==> src/rtl/anst_regs.svh <==
// timing counts, vectors, widths and opcode layouts for the execution slice
// assumes inclusion by bare name from rtl files
`ifndef ANST_REGS_SVH
`define ANST_REGS_SVH
`define ANST_ACC_W        32
`define ANST_PC_W         16
`define ANST_AR_W         16
`define ANST_AR_NUM       8
`define ANST_STACK_DEPTH  8
`define ANST_WAIT_W       4
`define ANST_RPT_W        8
`define ANST_TRAP_VECTOR  16'h0024
`define ANST_ACC_MOST_NEG 32'h80000000
`define ANST_ACC_MOST_POS 32'h7FFFFFFF
`define ANST_ACC_ZERO     32'h00000000
`define ANST_SINGLE_CYC   4'h1
`define ANST_TRAP_CYC     4'h4
`define ANST_TRAP_WAIT_MUL 4'h3
`define ANST_SPEC_WORDS   2'h2
`define ANST_OPC_NEG      16'hBE02
`define ANST_OPC_NOP      16'h8B00
`define ANST_OPC_TRAP     16'hBE52
`define ANST_OPC_SIGN_STRIP_STEP_OP_HI  8'hA0
`define ANST_IND_BIT      7
`endif

==> src/rtl/anst_pkg.sv <==
// types shared by the execution slice
// assumes nothing beyond the constants header
package anst_pkg;
   typedef enum logic [2:0] {
      ANST_OP_NOP,
      ANST_OP_NEG,
      ANST_OP_SIGN_STRIP_STEP_OP,
      ANST_OP_TRAP,
      ANST_OP_OTHER
   } anst_op_t;
   typedef enum logic [2:0] {
      ANST_AR_KEEP,
      ANST_AR_INC,
      ANST_AR_DEC,
      ANST_AR_ADD0,
      ANST_AR_SUB0
   } anst_armod_t;
endpackage

==> src/rtl/anst_decode.sv <==
// instruction word decoder: picks the operation and the aux modification
// assumes a stable word on the input, purely combinational
`timescale 1ns/1ps
`default_nettype none
`include "anst_regs.svh"
module anst_decode (
   input  wire logic [15:0]         word_i,
   output anst_pkg::anst_op_t       op_o,
   output anst_pkg::anst_armod_t    armod_o
);
   always_comb begin
      op_o    = anst_pkg::ANST_OP_OTHER;
      armod_o = anst_pkg::ANST_AR_KEEP;
      if (word_i == `ANST_OPC_NEG) begin
         op_o = anst_pkg::ANST_OP_NEG;
      end else if (word_i == `ANST_OPC_NOP) begin
         op_o = anst_pkg::ANST_OP_NOP;
      end else if (word_i == `ANST_OPC_TRAP) begin
         op_o = anst_pkg::ANST_OP_TRAP;
      end else if (word_i[15:8] == `ANST_OPC_SIGN_STRIP_STEP_OP_HI && word_i[`ANST_IND_BIT]) begin
         op_o = anst_pkg::ANST_OP_SIGN_STRIP_STEP_OP;
         // bits 6:4 choose the modification; plain star leaves the register alone
         unique case (word_i[6:4])
            3'h0:    armod_o = anst_pkg::ANST_AR_KEEP;
            3'h1:    armod_o = anst_pkg::ANST_AR_DEC;
            3'h2:    armod_o = anst_pkg::ANST_AR_INC;
            3'h5:    armod_o = anst_pkg::ANST_AR_SUB0;
            3'h6:    armod_o = anst_pkg::ANST_AR_ADD0;
            default: armod_o = anst_pkg::ANST_AR_INC;
         endcase
      end
   end
endmodule // anst_decode
`default_nettype wire

==> src/rtl/anst_stack.sv <==
// hardware return stack held in flip-flops
// assumes push requests come from the core clock domain
`timescale 1ns/1ps
`default_nettype none
`include "anst_regs.svh"
module anst_stack (
   input  wire logic                     clk_i,
   input  wire logic                     reset_i,
   input  wire logic                     push_i,
   input  wire logic [`ANST_PC_W-1:0]    data_i,
   output logic      [`ANST_PC_W-1:0]    top_o,
   output logic      [3:0]               depth_o
);
   logic [`ANST_PC_W-1:0] entry [`ANST_STACK_DEPTH];
   // push shifts every entry down one place, the oldest drops off
   genvar g;
   generate
      for (g = 0; g < `ANST_STACK_DEPTH; g++) begin : g_entry
         if (g == 0) begin : g_head
            always_ff @(posedge clk_i or posedge reset_i) begin
               if (reset_i) begin
                  entry[g] <= 16'h0000;
               end else if (push_i) begin
                  entry[g] <= data_i;
               end
            end
         end else begin : g_tail
            // the index below zero is never elaborated
            always_ff @(posedge clk_i or posedge reset_i) begin
               if (reset_i) begin
                  entry[g] <= 16'h0000;
               end else if (push_i) begin
                  entry[g] <= entry[g-1];
               end
            end
         end
      end
   endgenerate
   always_ff @(posedge clk_i or posedge reset_i) begin
      if (reset_i) begin
         depth_o <= 4'h0;
      end else if (push_i && depth_o != 4'(`ANST_STACK_DEPTH)) begin
         depth_o <= depth_o + 4'h1;
      end
   end
   assign top_o = entry[0];
endmodule // anst_stack
`default_nettype wire

==> src/rtl/anst_core.sv <==
// execution slice: negate, normalize step, software trap and no-operation
// assumes instruction words arrive with a valid strobe from the fetch side,
// and that the fetch side reports wait states of external program memory
//
// Behaviour
// RULE1 - negate overwrites result, program counter advances
// RULE2 - negate carry set only for zero value
// RULE3 - negating most negative sets wrap flag
// RULE4 - overflow saturates only when saturate enabled
// RULE5 - single word ops take one plus waits
// RULE6 - trap pushes incremented program counter
// RULE7 - trap jumps to vector 24h
// RULE8 - trap sets global interrupt mask always
// RULE9 - trap saves no context, only return
// RULE10 - trap not repeatable, four plus 3p
// RULE11 - two speculative words discarded on jump
// RULE12 - no-operation only advances program counter
// RULE13 - zero result sets test flag only
// RULE14 - equal top bits shift, else flag
// RULE15 - aux register modified, increment by default
// RULE16 - repeated normalize idles after completion
// RULE17 - software avoids aux hazards after normalize
// RULE18 - shift fills zero, keeps other flags
// RULE19 - trap leaves result, flags, aux untouched
`timescale 1ns/1ps
`default_nettype none
`include "anst_regs.svh"
module anst_core (
   input  wire logic                     clk_i,
   input  wire logic                     reset_i,
   input  wire logic                     instr_valid_i,
   input  wire logic [15:0]              instr_word_i,
   input  wire logic                     instr_ext_i,
   input  wire logic [`ANST_WAIT_W-1:0]  wait_states_i,
   input  wire logic                     repeat_valid_i,
   input  wire logic [`ANST_RPT_W-1:0]   repeat_count_i,
   input  wire logic                     saturate_enable_i,
   input  wire logic [2:0]               aux_pointer_select_i,
   input  wire logic                     aux_load_i,
   input  wire logic [2:0]               aux_load_sel_i,
   input  wire logic [`ANST_AR_W-1:0]    aux_load_data_i,
   input  wire logic [`ANST_AR_W-1:0]    aux_index_i,
   input  wire logic                     acc_load_i,
   input  wire logic [`ANST_ACC_W-1:0]   acc_load_data_i,
   input  wire logic                     irq_mask_clear_i,
   output logic                          busy_o,
   output logic                          done_o,
   output logic                          flush_o,
   output logic [1:0]                    flush_words_o,
   output logic [`ANST_ACC_W-1:0]        main_result_register_o,
   output logic                          carry_o,
   output logic                          arith_wrap_flag_o,
   output logic                          test_flag_o,
   output logic                          global_irq_mask_o,
   output logic [`ANST_PC_W-1:0]         pc_o,
   output logic [`ANST_PC_W-1:0]         stack_top_o,
   output logic [3:0]                    stack_depth_o,
   output logic [`ANST_AR_W-1:0]         aux_register_o
);
   anst_pkg::anst_op_t    dec_op;
   anst_pkg::anst_armod_t dec_armod;
   anst_pkg::anst_op_t    cur_op;
   anst_pkg::anst_armod_t cur_armod;
   logic [2:0]               cur_arp;
   logic [`ANST_RPT_W-1:0]   iter_left;
   logic [3:0]               cyc_left;
   logic [3:0]               cyc_total;
   logic                     step;
   logic                     sign_strip_step_op_done;
   logic                     push;
   logic [`ANST_PC_W-1:0]    pc_inc;
   logic [`ANST_PC_W-1:0]    stack_top;
   logic [3:0]               stack_depth;
   logic [`ANST_AR_W-1:0]    aux [`ANST_AR_NUM];
   logic [`ANST_ACC_W-1:0]   acc_neg;
   logic                     acc_zero;
   logic                     top_equal;
   logic                     sign_strip_step_op_shift;
   logic                     accept;

   anst_decode u_decode (
      .word_i  (instr_word_i),
      .op_o    (dec_op),
      .armod_o (dec_armod)
   );

   // only the return address is stored on a trap
   anst_stack u_stack (
      .clk_i   (clk_i),
      .reset_i (reset_i),
      .push_i  (push),                                                         // RULE9
      .data_i  (pc_inc),
      .top_o   (stack_top),
      .depth_o (stack_depth)
   );

   assign accept    = instr_valid_i && !busy_o;
   assign pc_inc    = pc_o + 16'h0001;
   assign acc_zero  = (main_result_register_o == `ANST_ACC_ZERO);
   assign acc_neg   = `ANST_ACC_ZERO - main_result_register_o;
   assign top_equal = (main_result_register_o[31] == main_result_register_o[30]);
   assign sign_strip_step_op_shift = !acc_zero && top_equal && !sign_strip_step_op_done;
   // an execution step completes when the cycle counter reaches its last cycle
   assign step      = busy_o && (cyc_left == 4'h1);
   assign push      = step && cur_op == anst_pkg::ANST_OP_TRAP;                 // RULE6

   // cycles per execution: 1 (+p external), trap 4 (+3p external)
   always_comb begin
      if (dec_op == anst_pkg::ANST_OP_TRAP) begin
         cyc_total = instr_ext_i ? 4'(`ANST_TRAP_CYC + `ANST_TRAP_WAIT_MUL * wait_states_i)
                                 : `ANST_TRAP_CYC;                              // RULE10
      end else begin
         cyc_total = instr_ext_i ? 4'(`ANST_SINGLE_CYC + wait_states_i)
                                 : `ANST_SINGLE_CYC;                            // RULE5
      end
   end

   // sequencing of one instruction, repeated iterations included
   always_ff @(posedge clk_i or posedge reset_i) begin
      if (reset_i) begin
         busy_o    <= 1'b0;
         cur_op    <= anst_pkg::ANST_OP_NOP;
         cur_armod <= anst_pkg::ANST_AR_KEEP;
         cur_arp   <= 3'h0;
         cyc_left  <= 4'h0;
         iter_left <= 8'h00;
      end else if (accept) begin
         busy_o    <= 1'b1;
         cur_op    <= dec_op;
         cur_armod <= dec_armod;
         cur_arp   <= aux_pointer_select_i;
         cyc_left  <= cyc_total;
         // a trap ignores the repeat prefix and runs once
         iter_left <= (repeat_valid_i && dec_op != anst_pkg::ANST_OP_TRAP)
                      ? repeat_count_i : 8'h00;                                  // RULE10
      end else if (step) begin
         if (iter_left != 8'h00) begin
            iter_left <= iter_left - 8'h01;
            cyc_left  <= `ANST_SINGLE_CYC;
         end else begin
            busy_o   <= 1'b0;
            cyc_left <= 4'h0;
         end
      end else if (busy_o) begin
         cyc_left <= cyc_left - 4'h1;
      end
   end

   always_ff @(posedge clk_i or posedge reset_i) begin
      if (reset_i) begin
         done_o <= 1'b0;
      end else begin
         done_o <= step && iter_left == 8'h00;
      end
   end

   // once a repeated normalize finds the magnitude, later passes idle
   always_ff @(posedge clk_i or posedge reset_i) begin
      if (reset_i) begin
         sign_strip_step_op_done <= 1'b0;
      end else if (accept) begin
         sign_strip_step_op_done <= 1'b0;
      end else if (step && cur_op == anst_pkg::ANST_OP_SIGN_STRIP_STEP_OP && !sign_strip_step_op_shift) begin
         sign_strip_step_op_done <= 1'b1;                                                     // RULE16
      end
   end

   // program counter: one word advance, or trap vector
   always_ff @(posedge clk_i or posedge reset_i) begin
      if (reset_i) begin
         pc_o <= 16'h0000;
      end else if (step && iter_left == 8'h00) begin
         if (cur_op == anst_pkg::ANST_OP_TRAP) begin
            pc_o <= `ANST_TRAP_VECTOR;                                          // RULE7
         end else begin
            pc_o <= pc_inc;                                                     // RULE1 RULE12
         end
      end
   end

   // the two words already fetched past the trap are thrown away
   always_ff @(posedge clk_i or posedge reset_i) begin
      if (reset_i) begin
         flush_o       <= 1'b0;
         flush_words_o <= 2'h0;
      end else begin
         flush_o       <= push;                                                 // RULE11
         flush_words_o <= push ? `ANST_SPEC_WORDS : 2'h0;                       // RULE11
      end
   end

   // accumulator
   always_ff @(posedge clk_i or posedge reset_i) begin
      if (reset_i) begin
         main_result_register_o <= `ANST_ACC_ZERO;
      end else if (acc_load_i && !busy_o) begin
         main_result_register_o <= acc_load_data_i;
      end else if (step && cur_op == anst_pkg::ANST_OP_NEG) begin
         if (main_result_register_o == `ANST_ACC_MOST_NEG) begin
            main_result_register_o <= saturate_enable_i ? `ANST_ACC_MOST_POS
                                                        : `ANST_ACC_MOST_NEG;   // RULE4
         end else begin
            main_result_register_o <= acc_neg;                                  // RULE1
         end
      end else if (step && cur_op == anst_pkg::ANST_OP_SIGN_STRIP_STEP_OP && sign_strip_step_op_shift) begin
         main_result_register_o <= {main_result_register_o[30:0], 1'b0};        // RULE14 RULE18
      end
   end

   // carry and wrap change only on negate
   always_ff @(posedge clk_i or posedge reset_i) begin
      if (reset_i) begin
         carry_o <= 1'b0;
      end else if (step && cur_op == anst_pkg::ANST_OP_NEG) begin
         carry_o <= acc_zero;                                                   // RULE2
      end
   end

   always_ff @(posedge clk_i or posedge reset_i) begin
      if (reset_i) begin
         arith_wrap_flag_o <= 1'b0;
      end else if (step && cur_op == anst_pkg::ANST_OP_NEG &&
                   main_result_register_o == `ANST_ACC_MOST_NEG) begin
         arith_wrap_flag_o <= 1'b1;                                             // RULE3
      end
   end

   // test flag: set on zero or differing top bits, cleared on a shift
   always_ff @(posedge clk_i or posedge reset_i) begin
      if (reset_i) begin
         test_flag_o <= 1'b0;
      end else if (step && cur_op == anst_pkg::ANST_OP_SIGN_STRIP_STEP_OP && !sign_strip_step_op_done) begin
         test_flag_o <= !sign_strip_step_op_shift;                                            // RULE13 RULE14
      end
   end

   // mask set by trap whatever its prior value; software clear otherwise
   always_ff @(posedge clk_i or posedge reset_i) begin
      if (reset_i) begin
         global_irq_mask_o <= 1'b1;
      end else if (push) begin
         global_irq_mask_o <= 1'b1;                                             // RULE8
      end else if (irq_mask_clear_i) begin
         global_irq_mask_o <= 1'b0;
      end
   end

   // aux registers, written by the normalize step in execute
   genvar g;
   generate
      for (g = 0; g < `ANST_AR_NUM; g++) begin : g_aux
         always_ff @(posedge clk_i or posedge reset_i) begin
            if (reset_i) begin
               aux[g] <= 16'h0000;
            end else if (aux_load_i && !busy_o && aux_load_sel_i == 3'(g)) begin
               aux[g] <= aux_load_data_i;
            end else if (step && cur_op == anst_pkg::ANST_OP_SIGN_STRIP_STEP_OP && sign_strip_step_op_shift &&
                         cur_arp == 3'(g)) begin
               unique case (cur_armod)                                          // RULE15
                  anst_pkg::ANST_AR_KEEP: aux[g] <= aux[g];
                  anst_pkg::ANST_AR_INC:  aux[g] <= aux[g] + 16'h0001;
                  anst_pkg::ANST_AR_DEC:  aux[g] <= aux[g] - 16'h0001;
                  anst_pkg::ANST_AR_ADD0: aux[g] <= aux[g] + aux_index_i;
                  anst_pkg::ANST_AR_SUB0: aux[g] <= aux[g] - aux_index_i;
               endcase
            end
         end
      end
   endgenerate

   // registered views of the stack and the selected aux register
   always_ff @(posedge clk_i or posedge reset_i) begin
      if (reset_i) begin
         stack_top_o    <= 16'h0000;
         stack_depth_o  <= 4'h0;
         aux_register_o <= 16'h0000;
      end else begin
         stack_top_o    <= stack_top;
         stack_depth_o  <= stack_depth;
         aux_register_o <= aux[aux_pointer_select_i];
      end
   end
endmodule // anst_core
`default_nettype wire

==> config.mk <==
export PLATFORM = sky130hd
export DESIGN_NAME = anst_core
export DESIGN_NICKNAME = d
export VERILOG_FILES = /design/src/rtl/anst_pkg.sv /design/src/rtl/anst_decode.sv /design/src/rtl/anst_stack.sv /design/src/rtl/anst_core.sv
export VERILOG_INCLUDE_DIRS = /design/src /design/src/rtl
export SDC_FILE = /design/constraint.sdc
export NUM_CORES = 1
export LEC_CHECK = 0
export ABC_AREA = 0
export CAP_MARGIN = 20
export CORE_MARGIN = 2
export CORE_UTILIZATION = 35
export CTS_CLUSTER_SIZE = 28
export DETAILED_ROUTE_END_ITERATION = 10
export DONT_BUFFER_PORTS = 1
export MAX_ROUTING_LAYER = met4
export PLACE_DENSITY = 0.46
export SYNTH_ARGS = -nofsm -noshare
export SYNTH_HDL_FRONTEND = slang
export SYNTH_SLANG_ARGS = --single-unit
==> constraint.sdc <==
create_clock -name clk_i -period 9.98 [get_ports clk_i]
set_input_delay 0.998 -clock clk_i [delete_from_list [all_inputs] [get_ports clk_i]]
set_output_delay 0.998 -clock clk_i [all_outputs]
set_load 0.01 [all_outputs]
# ---- Word-level counts from Yosys, hierarchy flattened
# Cells that the tools add are included.
dict set report word_totals {
  latchBits 0
  mem_count 0
  reg_bits 263
  out_inout_bits 93
  romBits 0
  mem_bits_rw 0
}
dict set report classes {
  add_sub_neg 39
  eq_ne 43
  muxes 61
  bitwise 1
  reduce_logical 68
  div_mod_pow 0
  shift 0
  n_lt_le_gt_ge 1
  n_mul 1
}
# op count
set op_table {}
lappend op_table {{16-bit case mux with 4 select lines} 8}
lappend op_table {{16-bit 2-to-1 mux} 19}
lappend op_table {{32-bit 2-to-1 mux} 5}
lappend op_table {{16-bit by 1-bit adder with 16-bit output (second input constant)} 9}
lappend op_table {{16-bit adder} 8}
lappend op_table {{16-bit by 1-bit subtractor with 16-bit output (second input constant)} 8}
lappend op_table {{16-bit subtractor} 8}
lappend op_table {{16-bit binary-select mux with 3-bit select} 1}
lappend op_table {{16-bit == test (second input constant)} 3}
lappend op_table {{3-bit == test (second input constant)} 11}
lappend op_table {{1-bit logical AND} 33}
lappend op_table {{32-bit == test (second input constant)} 1}
lappend op_table {{32-bit zero test} 1}
lappend op_table {{8-bit 2-to-1 mux} 4}
lappend op_table {{1-bit by 32-bit subtractor with 32-bit output (first input constant)} 1}
lappend op_table {{3-bit by 2-bit == test with 1-bit output (second input constant)} 9}
lappend op_table {{3-bit 2-to-1 mux} 8}
lappend op_table {{4-bit 2-to-1 mux} 6}
lappend op_table {{2-bit nonzero test} 12}
lappend op_table {{2-bit AND reduction} 10}
lappend op_table {{2-bit != test (second input constant)} 9}
lappend op_table {{3-bit by 1-bit == test with 1-bit output (second input constant)} 5}
lappend op_table {{3-bit zero test} 4}
lappend op_table {{3-bit case mux with 4 select lines} 1}
lappend op_table {{19 further kinds} 30}

# ---- Logic depth before layout (Yosys ltp)
dict set report logic_depth {
  depth_word 10
  ltp_mapped 18
  depth_no_buf 18
}

# ---- Cells and area by module
# Synthesis repeated with hierarchy kept, for this count alone.
dict set report unflattened {
  cells_unflattened 2170
  hier_area_um2 19409.9
}
# mod cells_each area_each_um2 instances seq_area_each_um2
set modules_own_cells {}
lappend modules_own_cells {anst_core 2086 18395.1 1 6032.0}
lappend modules_own_cells {anst_stack 57 844.6 1 500.5}
lappend modules_own_cells {anst_decode 27 170.2 1 0.0}

# ---- Worst setup path before layout
# Ideal clock, no wire load.
dict set report synth_path {
  path_kind {in2reg}
  startpoint {in aux_index_i[0]}
  endpoint {reg aux[111] (netlist bit)}
  path_stages 18
  n_path_buf 0
  setup_time_ps 80
  arrival_ps 4800
  setup_slack_ps 5100
  path_cell_list {inv_1 -> ha_1 -> nand2_1 -> nand2_1 -> o31a_1 -> inv_1 -> ha_1 -> nor2b_1 -> o31a_1 -> o41ai_1 -> maj3_2 -> o21ai_2 -> maj3_4 -> a211oi_2 -> o31ai_2 -> xor2_1 -> or3_2 -> o211ai_2}
}
dict set report synth_via {
  elab_chain_cells 4
  word_cells_on_any_way 5
}
# item line_no
set synth_rtl {}
lappend synth_rtl {{from (decl)} anst_core.sv:42} ;# input wire logic [`ANST_AR_W-1:0] aux_index_i,
lappend synth_rtl {{16-bit subtractor / 16-bit adder (equally long branches)} {anst_core.sv:264, anst_core.sv:263}}
lappend synth_rtl {{16-bit case mux with 4 select lines (*)} anst_core.sv:259} ;# unique case (cur_armod)
lappend synth_rtl {{16-bit 2-to-1 mux (*)} anst_core.sv:257} ;# end else if (step && cur_op == anst_pkg::ANST_OP_SIGN_STRIP_STEP_OP && sign_strip_step_op_shift &&
lappend synth_rtl {{16-bit 2-to-1 mux (*)} anst_core.sv:255} ;# end else if (aux_load_i && !busy_o && aux_load_sel_i == 3'(g)) begin
lappend synth_rtl {{to (signal, indexed assignment)} anst_core.sv:256} ;# aux[g] <= aux_load_data_i;
lappend synth_rtl {{to (signal, indexed assignment)} anst_core.sv:260} ;# anst_pkg::ANST_AR_KEEP: aux[g] <= aux[g];
lappend synth_rtl {{to (signal, indexed assignment)} anst_core.sv:264} ;# anst_pkg::ANST_AR_SUB0: aux[g] <= aux[g] - aux_index_i;
lappend synth_rtl {{to (decl)} anst_core.sv:74} ;# logic [`ANST_AR_W-1:0] aux [`ANST_AR_NUM];
# Every way passes the cells marked *; elsewhere a longest branch is shown, timed or not. The select of a mux whose other input is x is not followed.
# A chain may end at the register's enable or synchronous reset.

# ---- Final worst setup path
dict set report layout_path {
  startpoint {reg cur_armod[1]}
  endpoint {reg aux[127] (netlist bit)}
}
dict set report layout_via {
  elab_chain_cells 4
  word_cells_on_any_way 10
}
# item line_no
set layout_rtl {}
lappend layout_rtl {{from (decl)} anst_core.sv:63} ;# anst_pkg::anst_armod_t cur_armod;
lappend layout_rtl {{from (signal assigned)} anst_core.sv:123} ;# cur_armod <= anst_pkg::ANST_AR_KEEP;
lappend layout_rtl {{from (signal assigned)} anst_core.sv:130} ;# cur_armod <= dec_armod;
lappend layout_rtl {{3-bit == test (tied with other cells)} anst_core.sv:259}
lappend layout_rtl {{16-bit case mux with 4 select lines} anst_core.sv:259}
lappend layout_rtl {{16-bit 2-to-1 mux} anst_core.sv:257}
lappend layout_rtl {{16-bit 2-to-1 mux} anst_core.sv:255}
lappend layout_rtl {{to (signal, indexed assignment)} anst_core.sv:256}
lappend layout_rtl {{to (signal, indexed assignment)} anst_core.sv:260}
lappend layout_rtl {{to (signal, indexed assignment)} anst_core.sv:261} ;# anst_pkg::ANST_AR_INC: aux[g] <= aux[g] + 16'h0001;
# Several ways; a longest one is shown, not always the timed one. The select of a mux whose other input is x is not followed.

==> qor.txt <==
status: completed
synth warn: 0
Tot GR Track Use: 23.0%
Crit Path Class: flip-flop to flip-flop
Required @ worst endpoint: 10450 ps
total CTS buffers: 38
Synth-to-Final Area Change: 10.2%
critical path endpoint category: flip-flop
post-synthesis sequential area ratio: 33.8%
Post-synth EDFFs: 0
Final period util: 50.6%
gr busiest metal: met2
crit path max fanout: 12
achievable frequency: 0.198 GHz
GP Congestion: 0.882
Post-CTS Setup Inserts: 0
Synth cell types: 101
clock root buffer: clkbuf_16
# DRC: 0
Via density: 5.90
syn_nets: 2437
DR pass1 iterations: 5
RSZ-0062 raised after global routing: false
Initial Util: 35.2%
Clock Sinks: 261
detailed-route via count: 17100
measured slew at the worst slew-check pin: 1130 ps
area share of the largest cell type after synthesis: 33.6%
met1 Usage GRT: 28.4%
grt ovf: 0
Boundary Pins: 200
main area contributors after synthesis: dfrtp_1 34%, ha_1 7.1%, o21ai_0 4.4%
PostCTS Resize Cnt: 0
worst skew pair latency: 590 ps
Main synth FF type: dfrtp_1
cell leakage power: 8.87 nW
register bit total from synthesis: 261
initial antenna violation count: 1
Cell Area, Synth: 0.0193 mm^2
Final Hold Viols: 0
critical path arrival: 5530 ps
H-tree Lvls: 2
worst min path class: primary input to async pin
die width: 239 um
port bufs: 0
core area: 0.0549 mm^2
Gate Count Post-Synth: 2212
Period minus WS final: 5050 ps
ant diodes: 0
Post-synth ARST share: 100%
setup TNS: 0 ps
DRT iter0 DRCs: 1115
Max IR drop VDD: 0.000112 V
Chip Height: 239 um
cts hold-fix bufs: 0
Max Root-Sink Buffers: 3
Detailed Place HPWL: 47000 um
maxcap violations: 0
Mean Syn Cell Area: 8.74 um^2
Synth area leader: dfrtp_1
CP startpoint kind: flip-flop
pwr dens: 161 mW/mm^2
vias in the first global route: 17200
GRT met2 Usage: 37.6%
Clock transition at path regs: 50 ps
WHS: 363 ps
Routed wire per std cell: 22.1 um
share of cells above drive strength 1: 9.00%
clk_skew: 44.8 ps
CTS tree: built
dpl cell area: 0.0200 mm^2
worst relative slew slack: 24.3%
design area: 0.0213 mm^2
post-route ant nets: 0
Final Setup Violations: 0
pin count of the biggest net entering global routing: 165
first-pass GRT wire length: 99500 um
Nets: 2390
fin. max-slew vios: 0
FP Rows: 86
number of fill cells: 5552
final WL: 63800 um
met3 global-route usage: 4.69%
Die Area: 0.0572 mm^2
-- cell usage after synthesis, types with 24 or more instances --
cell type	instances
a221o_1	46
nand3_1	40
nor2_1	218
nand2b_1	38
or3_1	27
a31oi_1	31
a22oi_1	44
clkbuf_1	81
nor2b_1	46
inv_1	87
xnor2_1	81
dfrtp_1	260
xor2_1	37
nor3_1	83
ha_1	110
a21oi_1	151
nand2_1	190
and3_1	24
o21ai_0	170
mux4_2	32
a211oi_1	24
-- power breakdown --
part / switching [mW] / internal [mW] / total, mW
Combinational: 0.293 / 0.286 / 0.579
Clock: 0.548 / 0.858 / 1.41
Sequential: 0.256 / 1.20 / 1.45
-- area by class of cell --
class                   count  area [um^2]  share of cell area [%]
clock buffers              53         1080                    5.06
multi-input cells        1740        12000                    56.2
clock inverters            11          203                   0.951
inverters                  87          334                    1.57
well taps                 704          881                    4.13
repair buffers             37          298                    1.40
flip-flops and latches    261         6530                    30.7
-- stage by stage --
| stage | power, mW | utilization (%) | setup WS (ps) | cells |
|---|---|---|---|---|
| after floorplan | 1.89 | - | 1800 | 2212 |
| after CTS | 3.47 | 38.8 | 4920 | 2892 |
| after global placement | 2.03 | 36.5 | 4750 | 2827 |
| final | 3.44 | 38.8 | 4930 | 2893 |
| after global routing | 3.63 | 38.8 | 4470 | 2893 |
| after detailed placement | 2.05 | 36.5 | 4680 | 2828 |
-- metal layers --
metal,vias up,wire length [um]
met5,-,0
met4,0,1800
met3,107,4430
met2,484,30300
met1,8411,27300
li1,8065,-
-- critical path, cell delays in order (launching register included) --
cell and delay, ps:
dfrtp_1 450, nor2b_1 730, nand2_1 110, o31a_1 150, buf_4 210, inv_1 300, ha_1 300, nor2b_1 140
o31ai_1 380, a21oi_1 140, maj3_1 410, o31a_1 300, o211ai_1 140, a32oi_1 160, or3_1 360, o32a_1 300
a311o_1 280, o211ai_1 90
-- state kept, by name (all words and copies together) (netlist names), 3 cells and up --
register	count
aux	128
aux_register_o	16
cur_armod	3
cur_arp	3
cur_op	3
cyc_left	4
iter_left	8
main_result_register_o	32
pc_o	16
stack_depth_o	4
stack_top_o	16
u_stack.depth_o	4
u_stack.top_o	16
-- cells by family (layout without fill, tap and decap cells) --
| logic type | Yosys count | count (layout) | share of synthesized area, % |
|---|---|---|---|
| xor gates and xnor gates | 118 | 118 | 5.34 |
| AOI/OAI and AO/OA | 671 | 671 | 23.2 |
| buffers and inverters | 211 | 188 | 4.50 |
| DFF | 261 | 261 | 33.8 |
| and+or+nand+nor | 757 | 757 | 19.1 |
| muxes | 58 | 58 | 5.19 |
| other | 1 | 1 | 0.0194 |
| adders and majority gates | 135 | 135 | 8.86 |
-- cell usage in the layout, fill, tap and decap left out, types with 11 or more instances in the layout --
cell type,n
buf_4,34
or4_1,11
mux4_2,32
a221o_1,46
o21a_1,17
a22oi_1,44
nor3b_1,11
nor3_1,81
a21oi_1,151
a31oi_1,31
inv_1,86
clkbuf_16,38
dfrtp_1,260
nand3_1,39
o211ai_1,17
o21ai_0,169
xnor2_1,81
nor2b_1,45
nand2_1,190
a211oi_1,24
a221oi_1,17
and3_1,24
or2_2,12
nor2_1,217
or3_1,27
o221ai_1,15
mux2_2,19
a21o_1,18
maj3_1,13
nand2b_1,38
ha_1,110
xor2_1,37
-- path summary, 6_finish.rpt --
| check | slack [ps] | to | from | cells past startpoint |
|---|---|---|---|---|
| min reg2reg | 370 | stack_top_o[3] | u_stack.top_o[3] | 0 |
| min | 360 | stack_depth_o[0] | reset_i | 1 |
| max | 4930 | aux[127] | cur_armod[1] | 17 |
| max reg2reg | 4930 | aux[127] | cur_armod[1] | 17 |
| min in group clk_i | 370 | stack_top_o[3] | u_stack.top_o[3] | 0 |
| max in group asynchronous | 8060 | aux[120] | reset_i | 2 |
No activity file was read; power rests on OpenSTA's default activity.
